===== src/logic/ifpc_cfg.svh =====
`ifndef IFPC_CFG_SVH
`define IFPC_CFG_SVH
// register indices; byte address is four times the index
`define IFPC_IDX_CTRL       8'h9F
`define IFPC_IDX_ADDR_L     8'hAC
`define IFPC_IDX_ADDR_H     8'hAD
`define IFPC_IDX_DATA       8'hAE
`define IFPC_IDX_MODE       8'hAF
`define IFPC_IDX_PWR        8'hF0
`define IFPC_IDX_W          8
`define IFPC_IDX_LSB        2
`define IFPC_APB_AW         12
// flash_program_control fields
`define IFPC_CTRL_RST_BIT   7
`define IFPC_CTRL_EXEC_BIT  5
`define IFPC_CTRL_LOADER_FETCH_SELECT_BIT 1
`define IFPC_CTRL_ENP_BIT   0
// flash_operation_mode fields
`define IFPC_MODE_BANK_BIT  6
`define IFPC_MODE_OE_BIT    5
`define IFPC_MODE_CE_BIT    4
`define IFPC_MODE_OP_HI     3
`define IFPC_MODE_OP_LO     0
// power control field holding the idle request
`define IFPC_PWR_IDLE_BIT   1
// operation codes
`define IFPC_OP_READ        4'h0
`define IFPC_OP_PROG        4'h1
`define IFPC_OP_ERASE       4'h2
// reset values
`define IFPC_RST_BYTE       8'h00
`define IFPC_RST_MODE       8'h30
`define IFPC_RST_WORD       32'h0000_0000
`endif


===== src/logic/ifpc_pkg.sv =====
`include "ifpc_cfg.svh"

package ifpc_pkg;
   typedef logic [7:0] ifpc_byte_t;

   typedef enum logic [1:0] {
      IFPC_S_IDLE   = 2'b00,
      IFPC_S_ACCESS = 2'b01,
      IFPC_S_FINISH = 2'b10
   } ifpc_seq_e;

   typedef enum logic [3:0] {
      IFPC_OPC_READ  = `IFPC_OP_READ,
      IFPC_OPC_PROG  = `IFPC_OP_PROG,
      IFPC_OPC_ERASE = `IFPC_OP_ERASE
   } ifpc_op_e;
endpackage : ifpc_pkg


===== src/logic/ifpc_flash_seq.sv =====
`include "ifpc_cfg.svh"

module ifpc_flash_seq #(
   parameter int ADDR_W = 16
) (
   // clock and reset
   input  wire logic              clk_in,
   input  wire logic              rstn_in,
   // operation request
   input  wire logic              start_in,
   input  wire logic [3:0]        op_in,
   input  wire logic              bank_in,
   input  wire logic [ADDR_W-1:0] addr_in,
   input  wire logic [7:0]        wdata_in,
   input  wire logic              oe_n_in,
   input  wire logic              ce_n_in,
   output logic                   busy_out,
   output logic                   done_out,
   output logic                   rdata_valid_out,
   output logic [7:0]             rdata_out,
   // flash array
   output logic                   flash_req_out,
   output logic [3:0]             flash_op_out,
   output logic                   flash_bank_out,
   output logic [ADDR_W-1:0]      flash_addr_out,
   output logic [7:0]             flash_wdata_out,
   output logic                   flash_oe_n_out,
   output logic                   flash_ce_n_out,
   input  wire logic              flash_done_in,
   input  wire logic [7:0]        flash_rdata_in
);
   import ifpc_pkg::*;

   ifpc_seq_e state_q;
   logic      valid_op;

   // a disabled chip or an unknown code finishes without touching the array
   assign valid_op = !ce_n_in && (op_in == `IFPC_OP_READ || op_in == `IFPC_OP_PROG
                                  || op_in == `IFPC_OP_ERASE);

   always_ff @(posedge clk_in) begin
      if (!rstn_in) begin
         state_q <= IFPC_S_IDLE;
      end else begin
         case (state_q)
            IFPC_S_IDLE: begin
               if (start_in) begin
                  state_q <= valid_op ? IFPC_S_ACCESS : IFPC_S_FINISH;
               end
            end
            IFPC_S_ACCESS: begin
               if (flash_done_in) begin
                  state_q <= IFPC_S_FINISH;
               end
            end
            IFPC_S_FINISH: state_q <= IFPC_S_IDLE;
            default:       state_q <= IFPC_S_IDLE;
         endcase
      end
   end

   always_ff @(posedge clk_in) begin
      if (!rstn_in) begin
         flash_op_out    <= `IFPC_OP_READ;
         flash_bank_out  <= 1'b0;
         flash_addr_out  <= '0;
         flash_wdata_out <= `IFPC_RST_BYTE;
         flash_oe_n_out  <= 1'b1;
         flash_ce_n_out  <= 1'b1;
      end else if (state_q == IFPC_S_IDLE && start_in) begin
         flash_op_out    <= op_in;
         flash_bank_out  <= bank_in;
         // whole-bank erase takes no address
         flash_addr_out  <= (op_in == `IFPC_OP_ERASE) ? '0 : addr_in;
         flash_wdata_out <= wdata_in;
         flash_oe_n_out  <= oe_n_in;
         flash_ce_n_out  <= ce_n_in;
      end else if (state_q == IFPC_S_FINISH) begin
         flash_ce_n_out  <= 1'b1;
      end
   end

   always_ff @(posedge clk_in) begin
      if (!rstn_in) begin
         rdata_out       <= `IFPC_RST_BYTE;
         rdata_valid_out <= 1'b0;
      end else begin
         rdata_valid_out <= 1'b0;
         if (state_q == IFPC_S_ACCESS && flash_done_in
             && flash_op_out == `IFPC_OP_READ) begin
            rdata_out       <= flash_rdata_in;
            rdata_valid_out <= 1'b1;
         end
      end
   end

   assign flash_req_out = (state_q == IFPC_S_ACCESS);
   assign busy_out      = (state_q != IFPC_S_IDLE);
   assign done_out      = (state_q == IFPC_S_FINISH);
endmodule // ifpc_flash_seq


===== src/logic/ifpc_program_control.sv =====
// Overview of operation
// - Writing one to soft reset bit resets block like pin, all but reboot-mode synchroniser; bit self-clears.
// - Reading soft reset bit returns one while in hardware reboot mode.
// - Execution bank status is read-only: one for loader, zero for application.
// - Loader fetch select high makes instruction fetch come from loader bank.
// - Program mode enable places the device in in-system programming mode.
// - In programming mode, erase/program/read follow address, data, mode registers.
// - In programming mode, idle request starts the flash operation, not true idle.
// - Clearing program mode enable restores normal idle behaviour.
// - Flash byte address is high byte and low byte registers combined.
// - Program data enter and read data return through the data buffer register.
// - Bank select zero targets application bank, one targets loader bank.
// - With chip enable low, code 0010 erases bank, 0001 programs, 0000 reads.
`include "ifpc_cfg.svh"

module ifpc_program_control #(
   parameter int ADDR_W = 16
) (
   // clock and reset
   input  wire logic                      core_clk_in,
   input  wire logic                      rstn_in,
   // apb slave
   input  wire logic                      psel_in,
   input  wire logic                      penable_in,
   input  wire logic                      pwrite_in,
   input  wire logic [`IFPC_APB_AW-1:0]   paddr_in,
   input  wire logic [31:0]               pwdata_in,
   input  wire logic [3:0]                pstrb_in,
   output logic [31:0]                    prdata_out,
   output logic                           pready_out,
   output logic                           pslverr_out,
   // system status and control
   input  wire logic                      reboot_mode_in,
   input  wire logic                      wake_in,
   output logic                           device_reset_out,
   output logic                           fetch_loader_out,
   output logic                           cpu_hold_out,
   output logic                           cpu_idle_out,
   // flash array
   output logic                           flash_req_out,
   output logic [3:0]                     flash_op_out,
   output logic                           flash_bank_out,
   output logic [ADDR_W-1:0]              flash_addr_out,
   output logic [7:0]                     flash_wdata_out,
   output logic                           flash_oe_n_out,
   output logic                           flash_ce_n_out,
   input  wire logic                      flash_done_in,
   input  wire logic [7:0]                flash_rdata_in
);
   import ifpc_pkg::*;

   // the two address byte registers cover exactly sixteen bits
   if (ADDR_W != 16) begin : g_addr_w_check
      $error("ifpc_program_control: ADDR_W must be 16");
   end

   function automatic logic reg_hit(
      input logic [`IFPC_APB_AW-1:0] addr,
      input logic [`IFPC_IDX_W-1:0]  idx
   );
      logic [`IFPC_APB_AW-`IFPC_IDX_LSB-1:0] word;
      word    = addr[`IFPC_APB_AW-1:`IFPC_IDX_LSB];
      reg_hit = (word == (`IFPC_APB_AW-`IFPC_IDX_LSB)'(idx))
                && (addr[`IFPC_IDX_LSB-1:0] == '0);
   endfunction

   // soft reset and block reset
   logic       soft_rst_q;
   logic       blk_rstn;

   // reboot mode synchroniser
   logic       reboot_meta_q;
   logic       reboot_sync_q;

   // control register bits
   logic       loader_fetch_select_q;
   logic       enp_q;

   // address, data, mode registers
   ifpc_byte_t addr_byte_q [2];
   ifpc_byte_t data_q;
   ifpc_byte_t mode_q;

   // idle request and operation tracking
   logic       idle_req_q;
   logic       isp_op_q;

   // bus decode
   logic       setup;
   logic       access;
   logic       wr_en;
   logic       mapped;
   logic       hit_ctrl;
   logic       hit_addr_l;
   logic       hit_addr_h;
   logic       hit_data;
   logic       hit_mode;
   logic       hit_pwr;
   ifpc_byte_t wbyte;
   ifpc_byte_t rd_byte;

   // sequencer hookup
   logic       seq_start;
   logic       seq_busy;
   logic       seq_done;
   logic       seq_rvalid;
   ifpc_byte_t seq_rdata;
   logic       idle_wr_set;

   assign blk_rstn = rstn_in && !soft_rst_q;

   // ---------------- apb decode ----------------
   assign setup      = psel_in && !penable_in;
   assign access     = psel_in && penable_in;
   assign hit_ctrl   = reg_hit(paddr_in, `IFPC_IDX_CTRL);
   assign hit_addr_l = reg_hit(paddr_in, `IFPC_IDX_ADDR_L);
   assign hit_addr_h = reg_hit(paddr_in, `IFPC_IDX_ADDR_H);
   assign hit_data   = reg_hit(paddr_in, `IFPC_IDX_DATA);
   assign hit_mode   = reg_hit(paddr_in, `IFPC_IDX_MODE);
   assign hit_pwr    = reg_hit(paddr_in, `IFPC_IDX_PWR);
   assign mapped     = hit_ctrl || hit_addr_l || hit_addr_h
                       || hit_data || hit_mode || hit_pwr;
   // only byte lane 0 carries register data
   assign wr_en      = access && pwrite_in && mapped && pstrb_in[0];
   assign wbyte      = pwdata_in[7:0];

   // zero wait states: read data is staged during the setup cycle
   assign pready_out  = access;
   assign pslverr_out = access && !mapped;

   // ---------------- soft reset ----------------
   // held one cycle; the rest of the chip stretches it if it needs more
   always_ff @(posedge core_clk_in) begin
      if (!rstn_in) begin
         soft_rst_q <= 1'b0;
      end else begin
         soft_rst_q <= !soft_rst_q && wr_en && hit_ctrl
                       && wbyte[`IFPC_CTRL_RST_BIT];
      end
   end

   assign device_reset_out = soft_rst_q;

   // ---------------- reboot mode pin ----------------
   always_ff @(posedge core_clk_in) begin
      if (!rstn_in) begin
         reboot_meta_q <= 1'b0;
         reboot_sync_q <= 1'b0;
      end else begin
         reboot_meta_q <= reboot_mode_in;
         reboot_sync_q <= reboot_meta_q;
      end
   end

   // ---------------- control register ----------------
   always_ff @(posedge core_clk_in) begin
      if (!blk_rstn) begin
         loader_fetch_select_q <= 1'b0;
         enp_q   <= 1'b0;
      end else if (wr_en && hit_ctrl) begin
         loader_fetch_select_q <= wbyte[`IFPC_CTRL_LOADER_FETCH_SELECT_BIT];
         enp_q   <= wbyte[`IFPC_CTRL_ENP_BIT];
      end
   end

   // fetch bank follows the select bit; status reports the same level
   assign fetch_loader_out = loader_fetch_select_q;

   // ---------------- address registers ----------------
   genvar gi;
   generate
      for (gi = 0; gi < 2; gi++) begin : g_addr
         logic hit_this;
         assign hit_this = (gi == 0) ? hit_addr_l : hit_addr_h;
         always_ff @(posedge core_clk_in) begin
            if (!blk_rstn) begin
               addr_byte_q[gi] <= `IFPC_RST_BYTE;
            end else if (wr_en && hit_this) begin
               addr_byte_q[gi] <= wbyte;
            end
         end
      end
   endgenerate

   // ---------------- data buffer ----------------
   // a read result wins over a bus write in the same cycle
   always_ff @(posedge core_clk_in) begin
      if (!blk_rstn) begin
         data_q <= `IFPC_RST_BYTE;
      end else if (seq_rvalid) begin
         data_q <= seq_rdata;
      end else if (wr_en && hit_data) begin
         data_q <= wbyte;
      end
   end

   // ---------------- operation mode ----------------
   // output enable is stored as written; software owns its polarity per op
   always_ff @(posedge core_clk_in) begin
      if (!blk_rstn) begin
         mode_q <= `IFPC_RST_MODE;
      end else if (wr_en && hit_mode) begin
         mode_q <= wbyte;
      end
   end

   // ---------------- idle request ----------------
   assign idle_wr_set = wr_en && hit_pwr && wbyte[`IFPC_PWR_IDLE_BIT];
   // a second request is not accepted while an operation is in flight
   assign seq_start   = idle_wr_set && enp_q && !isp_op_q && !seq_busy;

   always_ff @(posedge core_clk_in) begin
      if (!blk_rstn) begin
         idle_req_q <= 1'b0;
      end else if (idle_wr_set) begin
         idle_req_q <= 1'b1;
      end else if (isp_op_q && seq_done) begin
         idle_req_q <= 1'b0;
      end else if (!isp_op_q && wake_in) begin
         idle_req_q <= 1'b0;
      end else if (wr_en && hit_pwr) begin
         idle_req_q <= 1'b0;
      end
   end

   // operation keeps running even if program mode is dropped meanwhile
   always_ff @(posedge core_clk_in) begin
      if (!blk_rstn) begin
         isp_op_q <= 1'b0;
      end else if (seq_start) begin
         isp_op_q <= 1'b1;
      end else if (seq_done) begin
         isp_op_q <= 1'b0;
      end
   end

   assign cpu_hold_out = isp_op_q;
   assign cpu_idle_out = idle_req_q && !isp_op_q && !seq_start;

   // ---------------- read mux ----------------
   always_comb begin
      rd_byte = `IFPC_RST_BYTE;
      if (hit_ctrl) begin
         rd_byte[`IFPC_CTRL_RST_BIT]   = reboot_sync_q;
         rd_byte[`IFPC_CTRL_EXEC_BIT]  = fetch_loader_out;
         rd_byte[`IFPC_CTRL_LOADER_FETCH_SELECT_BIT] = loader_fetch_select_q;
         rd_byte[`IFPC_CTRL_ENP_BIT]   = enp_q;
      end else if (hit_addr_l) begin
         rd_byte = addr_byte_q[0];
      end else if (hit_addr_h) begin
         rd_byte = addr_byte_q[1];
      end else if (hit_data) begin
         rd_byte = data_q;
      end else if (hit_mode) begin
         rd_byte = mode_q;
      end else if (hit_pwr) begin
         rd_byte[`IFPC_PWR_IDLE_BIT] = idle_req_q;
      end
   end

   always_ff @(posedge core_clk_in) begin
      if (!blk_rstn) begin
         prdata_out <= `IFPC_RST_WORD;
      end else if (setup && !pwrite_in) begin
         prdata_out <= {24'h000000, rd_byte};
      end
   end

   // ---------------- flash sequencer ----------------
   ifpc_flash_seq #(
      .ADDR_W (ADDR_W)
   ) u_seq (
      .clk_in          (core_clk_in),
      .rstn_in         (blk_rstn),
      .start_in        (seq_start),
      .op_in           (mode_q[`IFPC_MODE_OP_HI:`IFPC_MODE_OP_LO]),
      .bank_in         (mode_q[`IFPC_MODE_BANK_BIT]),
      .addr_in         ({addr_byte_q[1], addr_byte_q[0]}),
      .wdata_in        (data_q),
      .oe_n_in         (mode_q[`IFPC_MODE_OE_BIT]),
      .ce_n_in         (mode_q[`IFPC_MODE_CE_BIT]),
      .busy_out        (seq_busy),
      .done_out        (seq_done),
      .rdata_valid_out (seq_rvalid),
      .rdata_out       (seq_rdata),
      .flash_req_out   (flash_req_out),
      .flash_op_out    (flash_op_out),
      .flash_bank_out  (flash_bank_out),
      .flash_addr_out  (flash_addr_out),
      .flash_wdata_out (flash_wdata_out),
      .flash_oe_n_out  (flash_oe_n_out),
      .flash_ce_n_out  (flash_ce_n_out),
      .flash_done_in   (flash_done_in),
      .flash_rdata_in  (flash_rdata_in)
   );
endmodule // ifpc_program_control


===== config.mk =====
export PLATFORM = sky130hd
export DESIGN_NAME = ifpc_program_control
export DESIGN_NICKNAME = d
export VERILOG_FILES = /design/src/logic/ifpc_pkg.sv /design/src/logic/ifpc_flash_seq.sv /design/src/logic/ifpc_program_control.sv
export VERILOG_INCLUDE_DIRS = /design/src /design/src/logic
export SDC_FILE = /design/constraint.sdc
export NUM_CORES = 1
export LEC_CHECK = 0
export ABC_AREA = 1
export BUFFER_PORTS_ARGS = -buffer_cell sky130_fd_sc_hd__buf_2
export CAP_MARGIN = 20
export CORE_MARGIN = 2
export CORE_UTILIZATION = 50
export DETAILED_ROUTE_END_ITERATION = 12
export GPL_ROUTABILITY_DRIVEN = 1
export HOLD_SLACK_MARGIN = 0.06
export PLACE_DENSITY = 0.78
export RECOVER_POWER = 100
export SLEW_MARGIN = 15
export SYNTH_ARGS = -nofsm -noshare
export SYNTH_HDL_FRONTEND = slang
export SYNTH_HIERARCHICAL = 1
export SYNTH_SLANG_ARGS = --single-unit

===== constraint.sdc =====
create_clock -name core_clk_in -period 7.7 [get_ports core_clk_in]
set_clock_uncertainty 0.2 [all_clocks]
set_input_delay 1.54 -clock core_clk_in [delete_from_list [all_inputs] [get_ports core_clk_in]]
set_output_delay 1.54 -clock core_clk_in [all_outputs]
set_load 0.01 [all_outputs]

== Yosys cells after proc, flatten, opt, wreduce, memory -nomap -nowiden ==
Memories as Yosys holds them, arrays and structs flattened.
Index checks and enable logic that the tools add are counted.

* Register bits after elaboration: 73
* Bits in latches: 0
* Memory bits (writable): 16
* Memory bits (read-only): 0
* Logic and storage cells: 131
* Memories kept: 1

{| class="wikitable"
|+ Memories
! name !! words !! width !! rd ports !! clocked after memory_dff !! write ports !! RTL line !! source
|-
| addr_byte_q || 2 || 8 || 2 || 0 || 2 || ifpc_program_control.sv:80 || <nowiki>ifpc_byte_t addr_byte_q [2];</nowiki>
|}

* Add/subtract/negate cells: 0
* Multiply operators: 0
* Divide/modulo/power cells: 0
* Order comparisons: 0
* Equality and inequality tests: 12
* Shift operators: 0
* Multiplexer cells: 37
* Bitwise logic cells: 2
* Reduce and logical (&&, ||, !) cells: 60

{| class="wikitable"
|+ Operator list
! cell !! count
|-
| $eq A10 B8 Y1 const B || 6
|-
| $mux W8 || 7
|-
| $logic_and A1 B1 Y1 || 35
|-
| $mux W1 || 22
|-
| $mux W16 || 1
|-
| $logic_not A1 Y1 || 8
|-
| $logic_not A4 Y1 || 2
|-
| $mux W2 || 4
|-
| $reduce_bool A2 Y1 || 4
|-
| $logic_or A1 B1 Y1 || 7
|-
| $mux W6 || 1
|-
| $eq A4 B1 Y1 const B || 1
|-
| $eq A4 B2 Y1 const B || 1
|-
| $logic_not A2 Y1 || 2
|-
| $pmux W2 S2 || 1
|-
| $reduce_bool A4 Y1 || 1
|-
| $mux W3 || 1
|-
| $eq A2 B1 Y1 const B || 1
|-
| $eq A2 B2 Y1 const B || 1
|-
| $ne A2 B1 Y1 const B || 1
|-
| $ne A2 B2 Y1 const B || 1
|-
| $or A1 B1 Y1 || 2
|-
| $reduce_and A2 Y1 || 1
|}

== Depth between registers and ports, before layout ==
Gate-level depths: netlist of the first run.

* Depth after elaboration: 16
* Gate-level depth with buffers: 15
* Depth with buffers taken out: 14

== Modules after synthesis ==
Netlist of the first run, hierarchy kept.

{| class="wikitable"
|+ Modules (own cells, without submodules)
! module !! times used !! cells an instance !! area an instance (µm²) !! seq. area each (µm²)
|-
| ifpc_program_control || 1 || 371 || 2,632.5 || 1,101.1
|-
| ifpc_flash_seq || 1 || 251 || 1,775.5 || 840.8
|}

== Worst setup path after synthesis of the first run ==
No wires, ideal clock.

* Kind: input -> output
* Start point: in paddr_in[4]
* End point: out cpu_idle_out
* Arrival time: 2.683 ns
* Data required time: 5.960 ns
* Path slack: 3.277 ns
* Stages on the path: 11
* Buffers on the path: 0
* Cells stage by stage: nand2_1 -> inv_1 -> nand2_1 -> nor2_4 -> nand2_2 -> clkinv_4 -> nor2_2 -> nand2_4 -> nand4_1 -> nor2_2 -> nor3_1

* Cells in the longest elaborated chain, start to end: 16

{| class="wikitable"
|+ Ends and longest elaborated chain
! element !! RTL line !! source
|-
| start: declaration || ifpc_program_control.sv:26 || <nowiki>input wire logic [`IFPC_APB_AW-1:0] paddr_in,</nowiki>
|-
| $eq A10 B8 Y1 || ifpc_program_control.sv:63 || <nowiki>reg_hit = (word == (`IFPC_APB_AW-`IFPC_IDX_LSB)'(idx))</nowiki>
|-
| $logic_and A1 B1 Y1 || ifpc_program_control.sv:63 ||
|-
| $logic_or A1 B1 Y1 (2 in a row) || ifpc_program_control.sv:121 || <nowiki>assign mapped = hit_ctrl || hit_addr_l || hit_addr_h</nowiki>
|-
| $logic_or A1 B1 Y1 (3 in a row) || ifpc_program_control.sv:122 || <nowiki>|| hit_data || hit_mode || hit_pwr;</nowiki>
|-
| $logic_and A1 B1 Y1 (2 in a row) || ifpc_program_control.sv:124 || <nowiki>assign wr_en = access && pwrite_in && mapped && pstrb_in[0];</nowiki>
|-
| $logic_and A1 B1 Y1 (*) (2 in a row) || ifpc_program_control.sv:208 || <nowiki>assign idle_wr_set = wr_en && hit_pwr && wbyte[`IFPC_PWR_IDLE_BIT];</nowiki>
|-
| $logic_and A1 B1 Y1 (*) (3 in a row) || ifpc_program_control.sv:210 || <nowiki>assign seq_start = idle_wr_set && enp_q && !isp_op_q && !seq_busy;</nowiki>
|-
| via seq_start || ifpc_program_control.sv:103 || <nowiki>logic seq_start;</nowiki>
|-
| $logic_not A1 Y1 (*) || ifpc_program_control.sv:238 || <nowiki>assign cpu_idle_out = idle_req_q && !isp_op_q && !seq_start;</nowiki>
|-
| $logic_and A1 B1 Y1 (*) || ifpc_program_control.sv:238 ||
|-
| end: declaration || ifpc_program_control.sv:38 || <nowiki>output logic cpu_idle_out,</nowiki>
|}

Mark *: on every way through the listed nets, which the timed path passes. The rest lies on a longest branch.

== Worst setup path in the final report of the first run ==
* Start point: in paddr_in[1]
* End point: out cpu_idle_out

* Cells in the longest elaborated chain, start to end: 16

{| class="wikitable"
|+ Ends and longest elaborated chain
! element !! RTL line !! source
|-
| $logic_not A2 Y1 (*) || ifpc_program_control.sv:64 || <nowiki>&& (addr[`IFPC_IDX_LSB-1:0] == '0);</nowiki>
|-
| $logic_and A1 B1 Y1 || ifpc_program_control.sv:63 ||
|-
| $logic_or A1 B1 Y1 (2 in a row) || ifpc_program_control.sv:121 ||
|-
| $logic_or A1 B1 Y1 (3 in a row) || ifpc_program_control.sv:122 ||
|-
| $logic_and A1 B1 Y1 (2 in a row) || ifpc_program_control.sv:124 ||
|-
| $logic_and A1 B1 Y1 (*) (2 in a row) || ifpc_program_control.sv:208 ||
|-
| $logic_and A1 B1 Y1 (*) (3 in a row) || ifpc_program_control.sv:210 ||
|-
| via seq_start || ifpc_program_control.sv:103 ||
|-
| $logic_not A1 Y1 (*) || ifpc_program_control.sv:238 ||
|-
| $logic_and A1 B1 Y1 (*) || ifpc_program_control.sv:238 ||
|}

Marks and branches as above.

==> results of run 1 <==
[flip-flops by register name, summed over array words and instances (netlist names), 2 cells and up]
signal	cells
data_q	8
u_seq/flash_addr_out	16
u_seq/rdata_out	8
u_seq/flash_wdata_out	8
prdata_out	8
u_seq/state_q	2
u_seq/flash_op_out	4
mode_q	8
addr_byte_q	16
[power breakdown]
group	internal, uW	switching [uW]
Clock	214	165
Combinational	14.5	32.7
Sequential	478	2.83
[worst max-delay path by stage]
stage	endpoint	slack, ps	cells after the start
6_report	cpu_idle_out	2500	12
3_5_place_dp	cpu_idle_out	2810	12
4_1_cts	cpu_idle_out	2770	12
2_1_floorplan	cpu_idle_out	3280	11
3_3_place_gp	cpu_idle_out	2830	12
5_1_grt	addr_byte_q[0][4]	2270	5
[worst register-to-register path, cell delays in order (launching register included)]
cell      delay [ps]
dfxtp_1          340
nor2_4            90
clkbuf_1        1610
o21ai_0         1080
[stage by stage]
step	setup slack, ps	instance area [um2]	hold WS (ps)	utilization [%]	cells
floorplan	3280	4490	190	-	645
global placement	2830	4760	198	55.1	795
detailed placement	2810	4760	196	55.1	795
CTS	2770	5000	216	57.9	811
global route	2270	4900	240	56.8	811
finish	2500	4900	215	56.8	811
[logic make-up (layout without fill, tap and decap cells)]
group	count (synthesis)	in the layout	share of synthesized area [%]
other	1	24	0.0851
flip-flops	89	89	44.1
buffers and inverters	127	185	14.1
AND/OR/NAND/NOR	320	320	31.3
AO/OA/AOI/OAI	85	85	10.5
[routing by layer]
layer	vias to the layer above	GRT usage, %
met3	20	5.15
met4	0	9.19
met5	-	0
met1	1752	26.6
met2	112	35.6
li1	2024	-
[cell usage after synthesis, drive strengths merged]
master / n
nor2: 135
nand3b: 2
a31oi: 1
o22ai: 1
conb: 1
o211ai: 3
o2bb2ai: 1
nand3: 27
nor3: 5
clkinv: 2
o21ai: 44
nand2: 148
a21oi: 35
dfxtp: 73
or2: 1
inv: 84
nand4: 2
buf: 34
clkbuf: 7
edfxtp: 16
[area by class of cell]
| type | count | area (um2) | share of cell area (%) |
|---|---|---|---|
| sequential | 89 | 1940 | 39.6 |
| multi-input combinational | 429 | 1910 | 38.9 |
| timing repair buffer | 83 | 358 | 7.30 |
| inverter | 86 | 330 | 6.73 |
| tap | 108 | 135 | 2.76 |
| clock buffer | 10 | 128 | 2.60 |
| clock inverter | 6 | 106 | 2.17 |
==> metrics.txt, run 1 <==
# TYPE chip_impl_metric gauge
chip_impl_metric{name="die_area",unit="mm2"} 0.00958
chip_impl_metric{name="detail_route.wirelength.met1",unit="mm"} 4.50
chip_impl_metric{name="slowest_stage_delay_cp",unit="ps"} 360
chip_impl_info{name="worst_path_max_delay_cell",value="nor2_1"} 1
chip_impl_metric{name="cts_post_setup_buffers_inserted",unit=""} 0
chip_impl_metric{name="peak_supply_drop",unit="mV"} 0.0859
chip_impl_metric{name="rows",unit=""} 34
chip_impl_metric{name="gp_congestion",unit=""} 0.914
chip_impl_metric{name="post_cts_hold_buffer_count",unit=""} 0
chip_impl_metric{name="timing_worst_slew_pin_value",unit="ps"} 2270
chip_impl_metric{name="synth-warning-count",unit=""} 6
chip_impl_metric{name="final_min_period_over_clock_period",unit="%"} 67.6
chip_impl_metric{name="hold_violations",unit=""} 0
chip_impl_metric{name="setup_viol",unit=""} 0
chip_impl_metric{name="clk_pin_slew",unit="ps"} 80
chip_impl_metric{name="power.static_leakage",unit="uW"} 0.00235
chip_impl_info{name="yosysTopAreaCell",value="dfxtp_1"} 1
chip_impl_metric{name="die_width",unit="um"} 97.9
chip_impl_info{name="critical_path.reg2reg.endpoint",value="addr_byte_q[0][5]"} 1
chip_impl_info{name="worstSetupEndpointType",value="output pin"} 1
chip_impl_metric{name="critPathRequiredTime",unit="ps"} 5960
chip_impl_metric{name="yosysSeqAreaShare",unit="%"} 44.1
chip_impl_metric{name="globalRouteOverflowTotal",unit=""} 0
chip_impl_metric{name="synthesis.area",unit="mm2"} 0.00441
chip_impl_metric{name="max-slew-margin-rel",unit="%"} -51.3
chip_impl_metric{name="totalPowerFinal",unit="uW"} 907
chip_impl_metric{name="floorplan.initialDensity",unit="%"} 51.0
chip_impl_info{name="crit_path_start",value="paddr_in[1]"} 1
chip_impl_metric{name="final_nets",unit=""} 762
chip_impl_info{name="hold_path.startpoint",value="reboot_meta_q"} 1
chip_impl_metric{name="totalNegativeSetupSlack",unit="ps"} 0
chip_impl_metric{name="synth_cell_type_count",unit=""} 35
chip_impl_metric{name="post_route_cells_drive_above_1_share",unit="%"} 11.0
chip_impl_metric{name="detail_route.iter0.violations",unit=""} 179
chip_impl_metric{name="worstPathBufferInverterCount",unit=""} 2
chip_impl_metric{name="first_global_vias",unit=""} 3636
chip_impl_metric{name="antenna_found_initial",unit=""} 0
chip_impl_info{name="outcome",value="complete, but fails checks"} 1
chip_impl_info{name="layout.cells.most_common_list",value="142 x nand2_1, 124 x nor2_1, 81 x inv_1, 73 x dfxtp_1, 47 x clkbuf_1"} 1
chip_impl_metric{name="grt_pass1_wl",unit="mm"} 16.6
chip_impl_metric{name="synth.top_cell.area_share",unit="%"} 33.2
chip_impl_info{name="critical_path.cell_chain",value="buf_2, nor2_1, nand2_1, nor2_4, nand2_1, nand2_1, nor2_1, nand2_4, nand4_1, nor2_1, nor3_1, buf_2"} 1
chip_impl_metric{name="remaining_drc_errors",unit=""} 0
chip_impl_metric{name="filler_cell_count",unit=""} 839
chip_impl_info{name="dr.max_layer_used",value="met4"} 1
chip_impl_metric{name="hold-path-cell-count",unit=""} 2
chip_impl_metric{name="worst-endpoint-arrival",unit="ps"} 3460
chip_impl_metric{name="worst-r2r-cell-count",unit=""} 3
chip_impl_info{name="mostFrequentLayoutCell",value="nand2_1"} 1
chip_impl_metric{name="track_usage",unit="%"} 21.4
chip_impl_metric{name="route.detailed.wl_per_inst",unit="um"} 12.5
chip_impl_info{name="ctsRootBufferMaster",value="clkbuf_8"} 1
chip_impl_metric{name="numClockSinks",unit=""} 89
chip_impl_info{name="crit_path_start_kind",value="primary input"} 1
chip_impl_info{name="synth.area.top_cells",value="dfxtp_1 33%, nand2_1 12%, edfxtp_1 11%"} 1
chip_impl_metric{name="postRouteWirelength",unit="mm"} 10.1
chip_impl_metric{name="route.vias.total",unit=""} 3908
chip_impl_metric{name="post_synth.cell_area_avg",unit="um2"} 7.09
chip_impl_info{name="cpLargestDelayFamily",value="simple AND/OR/NAND/NOR gates"} 1
chip_impl_metric{name="io_buffers",unit=""} 82
chip_impl_metric{name="clock_tree.buffer_depth",unit=""} 2
chip_impl_metric{name="met2WireLength",unit="mm"} 4.81
chip_impl_metric{name="io_pins",unit=""} 134
chip_impl_metric{name="detailedRoute.firstPassIterationCount",unit=""} 5
chip_impl_metric{name="route.detailed.vias_per_inst",unit=""} 4.82
chip_impl_metric{name="p_per_area",unit="mW/mm2"} 185
chip_impl_info{name="worstSetupPathType",value="in2out"} 1
chip_impl_metric{name="setup.reg_to_reg.worst_slack",unit="ps"} 3870
chip_impl_info{name="min_path_type",value="reg2reg"} 1
chip_impl_info{name="min_to",value="reboot_sync_q"} 1
chip_impl_metric{name="met3WireLength",unit="um"} 574
chip_impl_metric{name="cts_buffers",unit=""} 9
chip_impl_metric{name="finalMaxSlewViolations",unit=""} 61
chip_impl_metric{name="syn-instance-count",unit=""} 622
chip_impl_metric{name="cts_htree_levels",unit=""} 3
chip_impl_metric{name="final.min_clock_period",unit="ps"} 5200
chip_impl_metric{name="cts_resized",unit=""} 0
chip_impl_metric{name="die_y",unit="um"} 97.9
chip_impl_metric{name="synthesis_stage_register_bit_count",unit=""} 89
chip_impl_metric{name="max_cap_viol_count",unit=""} 1
chip_impl_metric{name="floorplan.core_area",unit="mm2"} 0.00864
chip_impl_metric{name="antenna_left",unit=""} 0
chip_impl_metric{name="dp_hpwl",unit="mm"} 7.54
chip_impl_info{name="reg_to_reg_startpoint",value="device_reset_out"} 1
chip_impl_info{name="rsz0062_at_grt",value="no"} 1
chip_impl_metric{name="path_max_fanout",unit=""} 18
chip_impl_info{name="failed_checks",value="max-capacitance violations, max-slew violations"} 1
chip_impl_metric{name="grt_start_max_net_pins",unit=""} 61
chip_impl_metric{name="worst_skew_pair.late_latency",unit="ps"} 360
chip_impl_info{name="cts_tree",value="built"} 1
chip_impl_metric{name="flow.area_growth_from_synthesis",unit="%"} 11.3
chip_impl_metric{name="antenna-diode-count",unit=""} 0
chip_impl_metric{name="timing.fmax",unit="MHz"} 192
Note: power is estimated with default switching activity, not from simulation.
==> run 2, diff against run 1 <==
==> constraint.sdc (replaced) <==
create_clock -name core_clk_in -period 5.3 [get_ports core_clk_in]
set_clock_uncertainty 0.2 [all_clocks]
set_input_delay 1.06 -clock core_clk_in [delete_from_list [all_inputs] [get_ports core_clk_in]]
set_output_delay 1.06 -clock core_clk_in [all_outputs]
set_load 0.01 [all_outputs]
==> metrics.txt, run 2 (same netlist as run 1, synthesis figures left out) <==
# TYPE chip_impl_metric gauge
chip_impl_info{name="outcome",value="complete, but fails checks"} 1
chip_impl_info{name="failed_checks",value="max-capacitance violations, max-slew violations"} 1
chip_impl_metric{name="critPathRequiredTime",unit="ps"} 4040
chip_impl_metric{name="final_nets",unit=""} 762
chip_impl_metric{name="flow.area_growth_from_synthesis",unit="%"} 9.76
chip_impl_metric{name="route.detailed.vias_per_inst",unit=""} 4.91
chip_impl_metric{name="sw_frac_of_total",unit="%"} 22.5
chip_impl_metric{name="path_max_fanout",unit=""} 18
chip_impl_metric{name="die_area",unit="mm2"} 0.00958
chip_impl_info{name="ctsRootBufferMaster",value="clkbuf_8"} 1
chip_impl_metric{name="dp_hpwl",unit="mm"} 7.76
chip_impl_metric{name="route.vias.total",unit=""} 3978
chip_impl_metric{name="hold_violations",unit=""} 0
chip_impl_info{name="layout.cells.most_common_list",value="145 x nand2_1, 125 x nor2_1, 81 x inv_1, 73 x dfxtp_1, 51 x clkbuf_1"} 1
chip_impl_info{name="rsz0062_at_grt",value="no"} 1
chip_impl_metric{name="gp_congestion",unit=""} 0.912
chip_impl_metric{name="totalPowerFinal",unit="uW"} 1240
chip_impl_metric{name="cts_htree_levels",unit=""} 3
chip_impl_metric{name="setup_viol",unit=""} 0
chip_impl_metric{name="io_buffers",unit=""} 82
chip_impl_metric{name="numPlacedInstances",unit=""} 795
chip_impl_metric{name="die_width",unit="um"} 97.9
chip_impl_metric{name="max-slew-margin-rel",unit="%"} -51.9
chip_impl_metric{name="worst-endpoint-arrival",unit="ps"} 3070
chip_impl_info{name="reg_to_reg_startpoint",value="device_reset_out"} 1
chip_impl_info{name="min_path_type",value="reg2reg"} 1
chip_impl_metric{name="antenna_left",unit=""} 0
chip_impl_metric{name="antenna-diode-count",unit=""} 0
chip_impl_metric{name="globalRouteOverflowTotal",unit=""} 0
chip_impl_metric{name="layout_setup_ws",unit="ps"} 972
chip_impl_metric{name="floorplan.core_area",unit="mm2"} 0.00864
chip_impl_metric{name="worst-r2r-cell-count",unit=""} 4
chip_impl_metric{name="postRouteWirelength",unit="mm"} 10.3
chip_impl_metric{name="grt_pass1_wl",unit="mm"} 17.3
chip_impl_metric{name="cts_post_setup_buffers_inserted",unit=""} 0
chip_impl_metric{name="clock_tree.buffer_depth",unit=""} 2
chip_impl_metric{name="net-switching-power",unit="uW"} 279
chip_impl_metric{name="power.sequential.fraction",unit="%"} 56.3
chip_impl_metric{name="post_cts_hold_buffer_count",unit=""} 0
chip_impl_metric{name="max_cap_viol_count",unit=""} 1
chip_impl_info{name="cts_tree",value="built"} 1
chip_impl_metric{name="detailedRoute.firstPassIterationCount",unit=""} 5
chip_impl_metric{name="peak_supply_drop",unit="mV"} 0.172
chip_impl_metric{name="power.static_leakage",unit="uW"} 0.00231
chip_impl_metric{name="setup.reg_to_reg.worst_slack",unit="ps"} 1750
chip_impl_metric{name="final.min_clock_period",unit="ps"} 4330
chip_impl_metric{name="first_global_vias",unit=""} 3742
chip_impl_metric{name="final_min_period_over_clock_period",unit="%"} 81.7
chip_impl_metric{name="track_usage",unit="%"} 22.1
chip_impl_metric{name="dp_slack",unit="ps"} 1350
chip_impl_metric{name="totalNegativeSetupSlack",unit="ps"} 0
chip_impl_metric{name="grt_start_max_net_pins",unit=""} 60
chip_impl_metric{name="clock_power_share",unit="%"} 38.1
chip_impl_metric{name="finalMaxSlewViolations",unit=""} 60
chip_impl_metric{name="timing.fmax",unit="MHz"} 231
chip_impl_metric{name="remaining_drc_errors",unit=""} 0
chip_impl_metric{name="antenna_found_initial",unit=""} 0
chip_impl_metric{name="detail_route.iter0.violations",unit=""} 338
chip_impl_metric{name="timing.hold.ws",unit="ps"} 214
chip_impl_metric{name="io_pins",unit=""} 134
chip_impl_metric{name="p_int",unit="uW"} 961
chip_impl_metric{name="worst_skew_pair.late_latency",unit="ps"} 350
chip_impl_metric{name="timing_worst_slew_pin_value",unit="ps"} 2280
chip_impl_metric{name="comb_power_share",unit="%"} 5.5
chip_impl_metric{name="route.detailed.wl_per_inst",unit="um"} 12.7
chip_impl_info{name="crit_path_start_kind",value="primary input"} 1
chip_impl_metric{name="final_cell_count_no_fill",unit=""} 811
chip_impl_metric{name="post_route_cells_drive_above_1_share",unit="%"} 9.96
chip_impl_metric{name="p_per_area",unit="mW/mm2"} 256
chip_impl_info{name="critPathCapture",value="cpu_idle_out"} 1
chip_impl_metric{name="cts_buffers",unit=""} 9
chip_impl_info{name="critical_path.reg2reg.endpoint",value="prdata_out[2]"} 1
chip_impl_metric{name="floorplan.initialDensity",unit="%"} 51.0
chip_impl_metric{name="cts_resized",unit=""} 0
chip_impl_metric{name="die_y",unit="um"} 97.9
chip_impl_metric{name="rows",unit=""} 34
chip_impl_info{name="worstSetupEndpointType",value="output pin"} 1
chip_impl_metric{name="clk_pin_slew",unit="ps"} 80
chip_impl_info{name="mostFrequentLayoutCell",value="nand2_1"} 1
chip_impl_metric{name="numClockSinks",unit=""} 89
chip_impl_info{name="crit_path_start",value="paddr_in[1]"} 1
chip_impl_info{name="worstSetupPathType",value="in2out"} 1
chip_impl_info{name="reg.largest.list",value="addr_byte_q: 16 flops, u_seq/flash_addr_out: 16 flops"} 1
[run 2: changes by cell type in the layout (fill, tap and decap cells not counted)]
cell and delta:
nand2_1 +3, nand2_4 -3, bufinv_16 -2, nor2_4 -1, clkinv_2 +1, clkinv_1 -1
buf_2 -2, clkbuf_16 +1, clkinvlp_4 -1, clkbuf_1 +4, nor2_1 +1
[run 2: critical path, stage by stage]
cell	delay [ps]
buf_2	110
nor2_1	130
nand2_1	70
nor2_1	290
nand2_1	430
nand2_1	160
nor2_1	60
nand2_1	170
nand4_1	150
nor2_1	240
nor3_1	80
clkbuf_1	130
[run 2: worst min path at each step]
stage / start / endpoint / slack, ps / cells after the start
after global routing: reboot_meta_q / reboot_sync_q / 240 / 2
after global placement: reboot_meta_q / reboot_sync_q / 200 / 2
after detailed placement: reboot_meta_q / reboot_sync_q / 200 / 2
after CTS: reboot_meta_q / reboot_sync_q / 210 / 2
after floorplan: reboot_meta_q / reboot_sync_q / 190 / 2
final: reboot_meta_q / reboot_sync_q / 210 / 2
[run 2: final cells by class]
| class | count | area [um2] |
|---|---|---|
| fill | 849 | 3800 |
| multi-input combinational | 429 | 1880 |
| clock buffer | 13 | 160 |
| sequential | 89 | 1940 |
| inverter | 86 | 330 |
| tap | 108 | 135 |
| clock inverter | 3 | 40.0 |
| timing repair buffer | 83 | 355 |
[run 2: stage by stage]
step	cell area (um2)	util [%]
2_1_floorplan	4490	-
3_3_place_gp	4760	55.1
3_5_place_dp	4760	55.1
4_1_cts	4960	57.5
5_1_grt	4840	56.0
6_report	4840	56.0
[run 2: metal layers]
layer	global-route usage [%]	up-vias	part of all wire, %
li1	-	2029	-
met2	39.2	139	50
met5	0	-	0
met3	4.65	21	5.6
met1	26.8	1789	42
met4	6.73	0	2.2
[run 2: power groups by stage]
stage               clock (uW)  combinational, uW  sequential [uW]
floorplan                    0               55.4              713
global placement             0               66.8              714
detailed placement           0               69.0              714
CTS                        480               69.1              698
global route               509               77.8              700
finish                     473               68.3              699
==> run 3, diff against run 2 <==
==> constraint.sdc (replaced) <==
create_clock -name core_clk_in -period 4 [get_ports core_clk_in]
set_clock_uncertainty 0.2 [all_clocks]
set_input_delay 0.8 -clock core_clk_in [delete_from_list [all_inputs] [get_ports core_clk_in]]
set_output_delay 0.8 -clock core_clk_in [all_outputs]
set_load 0.01 [all_outputs]
==> metrics.txt, run 3 (same netlist as run 1, synthesis figures left out) <==
# TYPE chip_impl_metric gauge
chip_impl_metric{name="path_max_fanout",unit=""} 18
chip_impl_metric{name="route.detailed.vias_per_inst",unit=""} 4.90
chip_impl_metric{name="post_cts_hold_buffer_count",unit=""} 0
chip_impl_metric{name="power.static_leakage",unit="uW"} 0.00231
chip_impl_metric{name="finalMaxSlewViolations",unit=""} 0
chip_impl_metric{name="final_min_period_over_clock_period",unit="%"} 89.4
chip_impl_metric{name="detailedRoute.firstPassIterationCount",unit=""} 5
chip_impl_info{name="hold_path.startpoint",value="reboot_meta_q"} 1
chip_impl_metric{name="first_global_vias",unit=""} 3656
chip_impl_info{name="min_to",value="reboot_sync_q"} 1
chip_impl_info{name="reg_to_reg_startpoint",value="device_reset_out"} 1
chip_impl_metric{name="track_usage",unit="%"} 21.4
chip_impl_metric{name="setup.reg_to_reg.worst_slack",unit="ps"} 1270
chip_impl_info{name="cts_tree",value="built"} 1
chip_impl_metric{name="remaining_drc_errors",unit=""} 0
chip_impl_info{name="outcome",value="finished, final reports clean"} 1
chip_impl_metric{name="floorplan.initialDensity",unit="%"} 51.0
chip_impl_info{name="mostFrequentLayoutCell",value="nand2_1"} 1
chip_impl_metric{name="antenna-diode-count",unit=""} 0
chip_impl_info{name="layout.cells.most_common_list",value="143 x nand2_1, 126 x nor2_1, 81 x inv_1, 73 x dfxtp_1, 50 x clkbuf_1"} 1
chip_impl_info{name="rsz0062_at_grt",value="no"} 1
chip_impl_info{name="ctsRootBufferMaster",value="clkbuf_8"} 1
chip_impl_metric{name="fin_util",unit="%"} 56.5
chip_impl_info{name="worstSetupEndpointType",value="output pin"} 1
chip_impl_metric{name="gr-usage-met1",unit="%"} 27.5
chip_impl_metric{name="postRouteWirelength",unit="mm"} 10.1
chip_impl_metric{name="met3_capacity_usage_during_global_routing",unit="%"} 4.01
chip_impl_metric{name="clk_pin_slew",unit="ps"} 90
chip_impl_metric{name="detail_route.iter0.violations",unit=""} 240
chip_impl_metric{name="max-slew-margin-rel",unit="%"} 7.72
chip_impl_info{name="global_route.peak_usage_layer",value="met2"} 1
chip_impl_metric{name="totalNegativeSetupSlack",unit="ps"} 0
chip_impl_metric{name="route.vias.total",unit=""} 3975
chip_impl_metric{name="die_y",unit="um"} 97.9
chip_impl_metric{name="final_nets",unit=""} 763
chip_impl_metric{name="numClockSinks",unit=""} 89
chip_impl_info{name="min_path_type",value="reg2reg"} 1
chip_impl_info{name="worstSetupPathType",value="in2out"} 1
chip_impl_metric{name="post_route_cells_drive_above_1_share",unit="%"} 10.9
chip_impl_metric{name="final.min_clock_period",unit="ps"} 3580
chip_impl_metric{name="use_met2",unit="%"} 35.7
chip_impl_metric{name="cts_post_setup_buffers_inserted",unit=""} 0
chip_impl_metric{name="hold_violations",unit=""} 0
chip_impl_metric{name="rows",unit=""} 34
chip_impl_metric{name="cts_htree_levels",unit=""} 3
chip_impl_metric{name="die_width",unit="um"} 97.9
chip_impl_metric{name="antenna_found_initial",unit=""} 0
chip_impl_metric{name="timing.fmax",unit="MHz"} 280
chip_impl_metric{name="dp_hpwl",unit="mm"} 7.61
chip_impl_info{name="critical_path.reg2reg.endpoint",value="u_seq/flash_op_out[2]"} 1
chip_impl_metric{name="p_per_area",unit="mW/mm2"} 341
chip_impl_metric{name="flow.area_growth_from_synthesis",unit="%"} 10.6
chip_impl_metric{name="worst_skew_pair.late_latency",unit="ps"} 360
chip_impl_metric{name="globalRouteOverflowTotal",unit=""} 0
chip_impl_metric{name="gp_congestion",unit=""} 0.943
chip_impl_metric{name="io_pins",unit=""} 134
chip_impl_metric{name="hold-path-cell-count",unit=""} 2
chip_impl_metric{name="worst-endpoint-arrival",unit="ps"} 2580
chip_impl_metric{name="io_buffers",unit=""} 82
chip_impl_metric{name="max_cap_viol_count",unit=""} 0
chip_impl_metric{name="cts_resized",unit=""} 0
chip_impl_metric{name="clock_tree.buffer_depth",unit=""} 2
chip_impl_info{name="reg.largest.list",value="addr_byte_q: 16 flops, u_seq/flash_addr_out: 16 flops"} 1
chip_impl_metric{name="finish.instance_area",unit="mm2"} 0.00488
chip_impl_metric{name="peak_supply_drop",unit="mV"} 0.162
chip_impl_metric{name="antenna_left",unit=""} 0
chip_impl_metric{name="cts_buffers",unit=""} 9
chip_impl_metric{name="timing_worst_slew_pin_value",unit="ps"} 1380
chip_impl_metric{name="floorplan.core_area",unit="mm2"} 0.00864
chip_impl_metric{name="worst-r2r-cell-count",unit=""} 4
chip_impl_metric{name="route.detailed.wl_per_inst",unit="um"} 12.5
chip_impl_metric{name="die_area",unit="mm2"} 0.00958
chip_impl_metric{name="place_area",unit="mm2"} 0.00477
chip_impl_metric{name="critPathRequiredTime",unit="ps"} 3000
chip_impl_metric{name="grt_pass1_wl",unit="mm"} 16.8
chip_impl_metric{name="setup_viol",unit=""} 0
chip_impl_info{name="crit_path_start_kind",value="primary input"} 1
chip_impl_metric{name="grt_start_max_net_pins",unit=""} 39
-- run 3: layout make-up --
class / instances / area [um2]
clock buffers: 12 / 188
clock inverters: 4 / 30.0
fillers: 833 / 3760
inverters: 86 / 330
multi-input cells: 429 / 1890
flip-flops and latches: 89 / 1940
well taps: 108 / 135
repair buffers: 84 / 358
-- run 3: report_power, final --
part / internal (uW) / switching (uW)
clock network: 320 / 329
logic: 26.9 / 63.3
registers: 920 / 6.03
-- run 3: critical path: stages --
cell and delay (ps):
clkbuf_1 90, nor2_1 140, nand2_1 110, nor2_4 170, nand2_1 350, nand2_1 160
nor2_1 70, nand2_4 90, nand4_1 120, nor2_1 260, nor3_1 80, clkbuf_1 130
-- run 3: how the worst max path moves through the flow --
| stage | startpoint | to | slack, ps | cells after the start |
|---|---|---|---|---|
| global placement | paddr_in[1] | cpu_idle_out | 630 | 12 |
| finish | paddr_in[1] | cpu_idle_out | 420 | 12 |
| CTS | paddr_in[1] | cpu_idle_out | 570 | 12 |
| floorplan | paddr_in[4] | cpu_idle_out | 1060 | 11 |
| global route | paddr_in[1] | cpu_idle_out | 230 | 12 |
| detailed placement | paddr_in[1] | cpu_idle_out | 580 | 12 |
-- run 3: per-stage QoR --
step	hold slack (ps)	setup WS (ps)	total power, uW	cells
CTS	216	567	1670	812
global route	242	225	1720	812
finish	217	423	1660	812
detailed placement	196	582	1040	796
global placement	197	626	1040	796
floorplan	190	1060	1020	645
-- run 3: layer usage --
layer	wire, um	part of all wire (%)	vias to the layer above
li1	-	-	2032
met1	4550	45	1780
met2	4750	47	142
met3	602	5.9	21
met4	236	2.3	0
met5	0	0	-
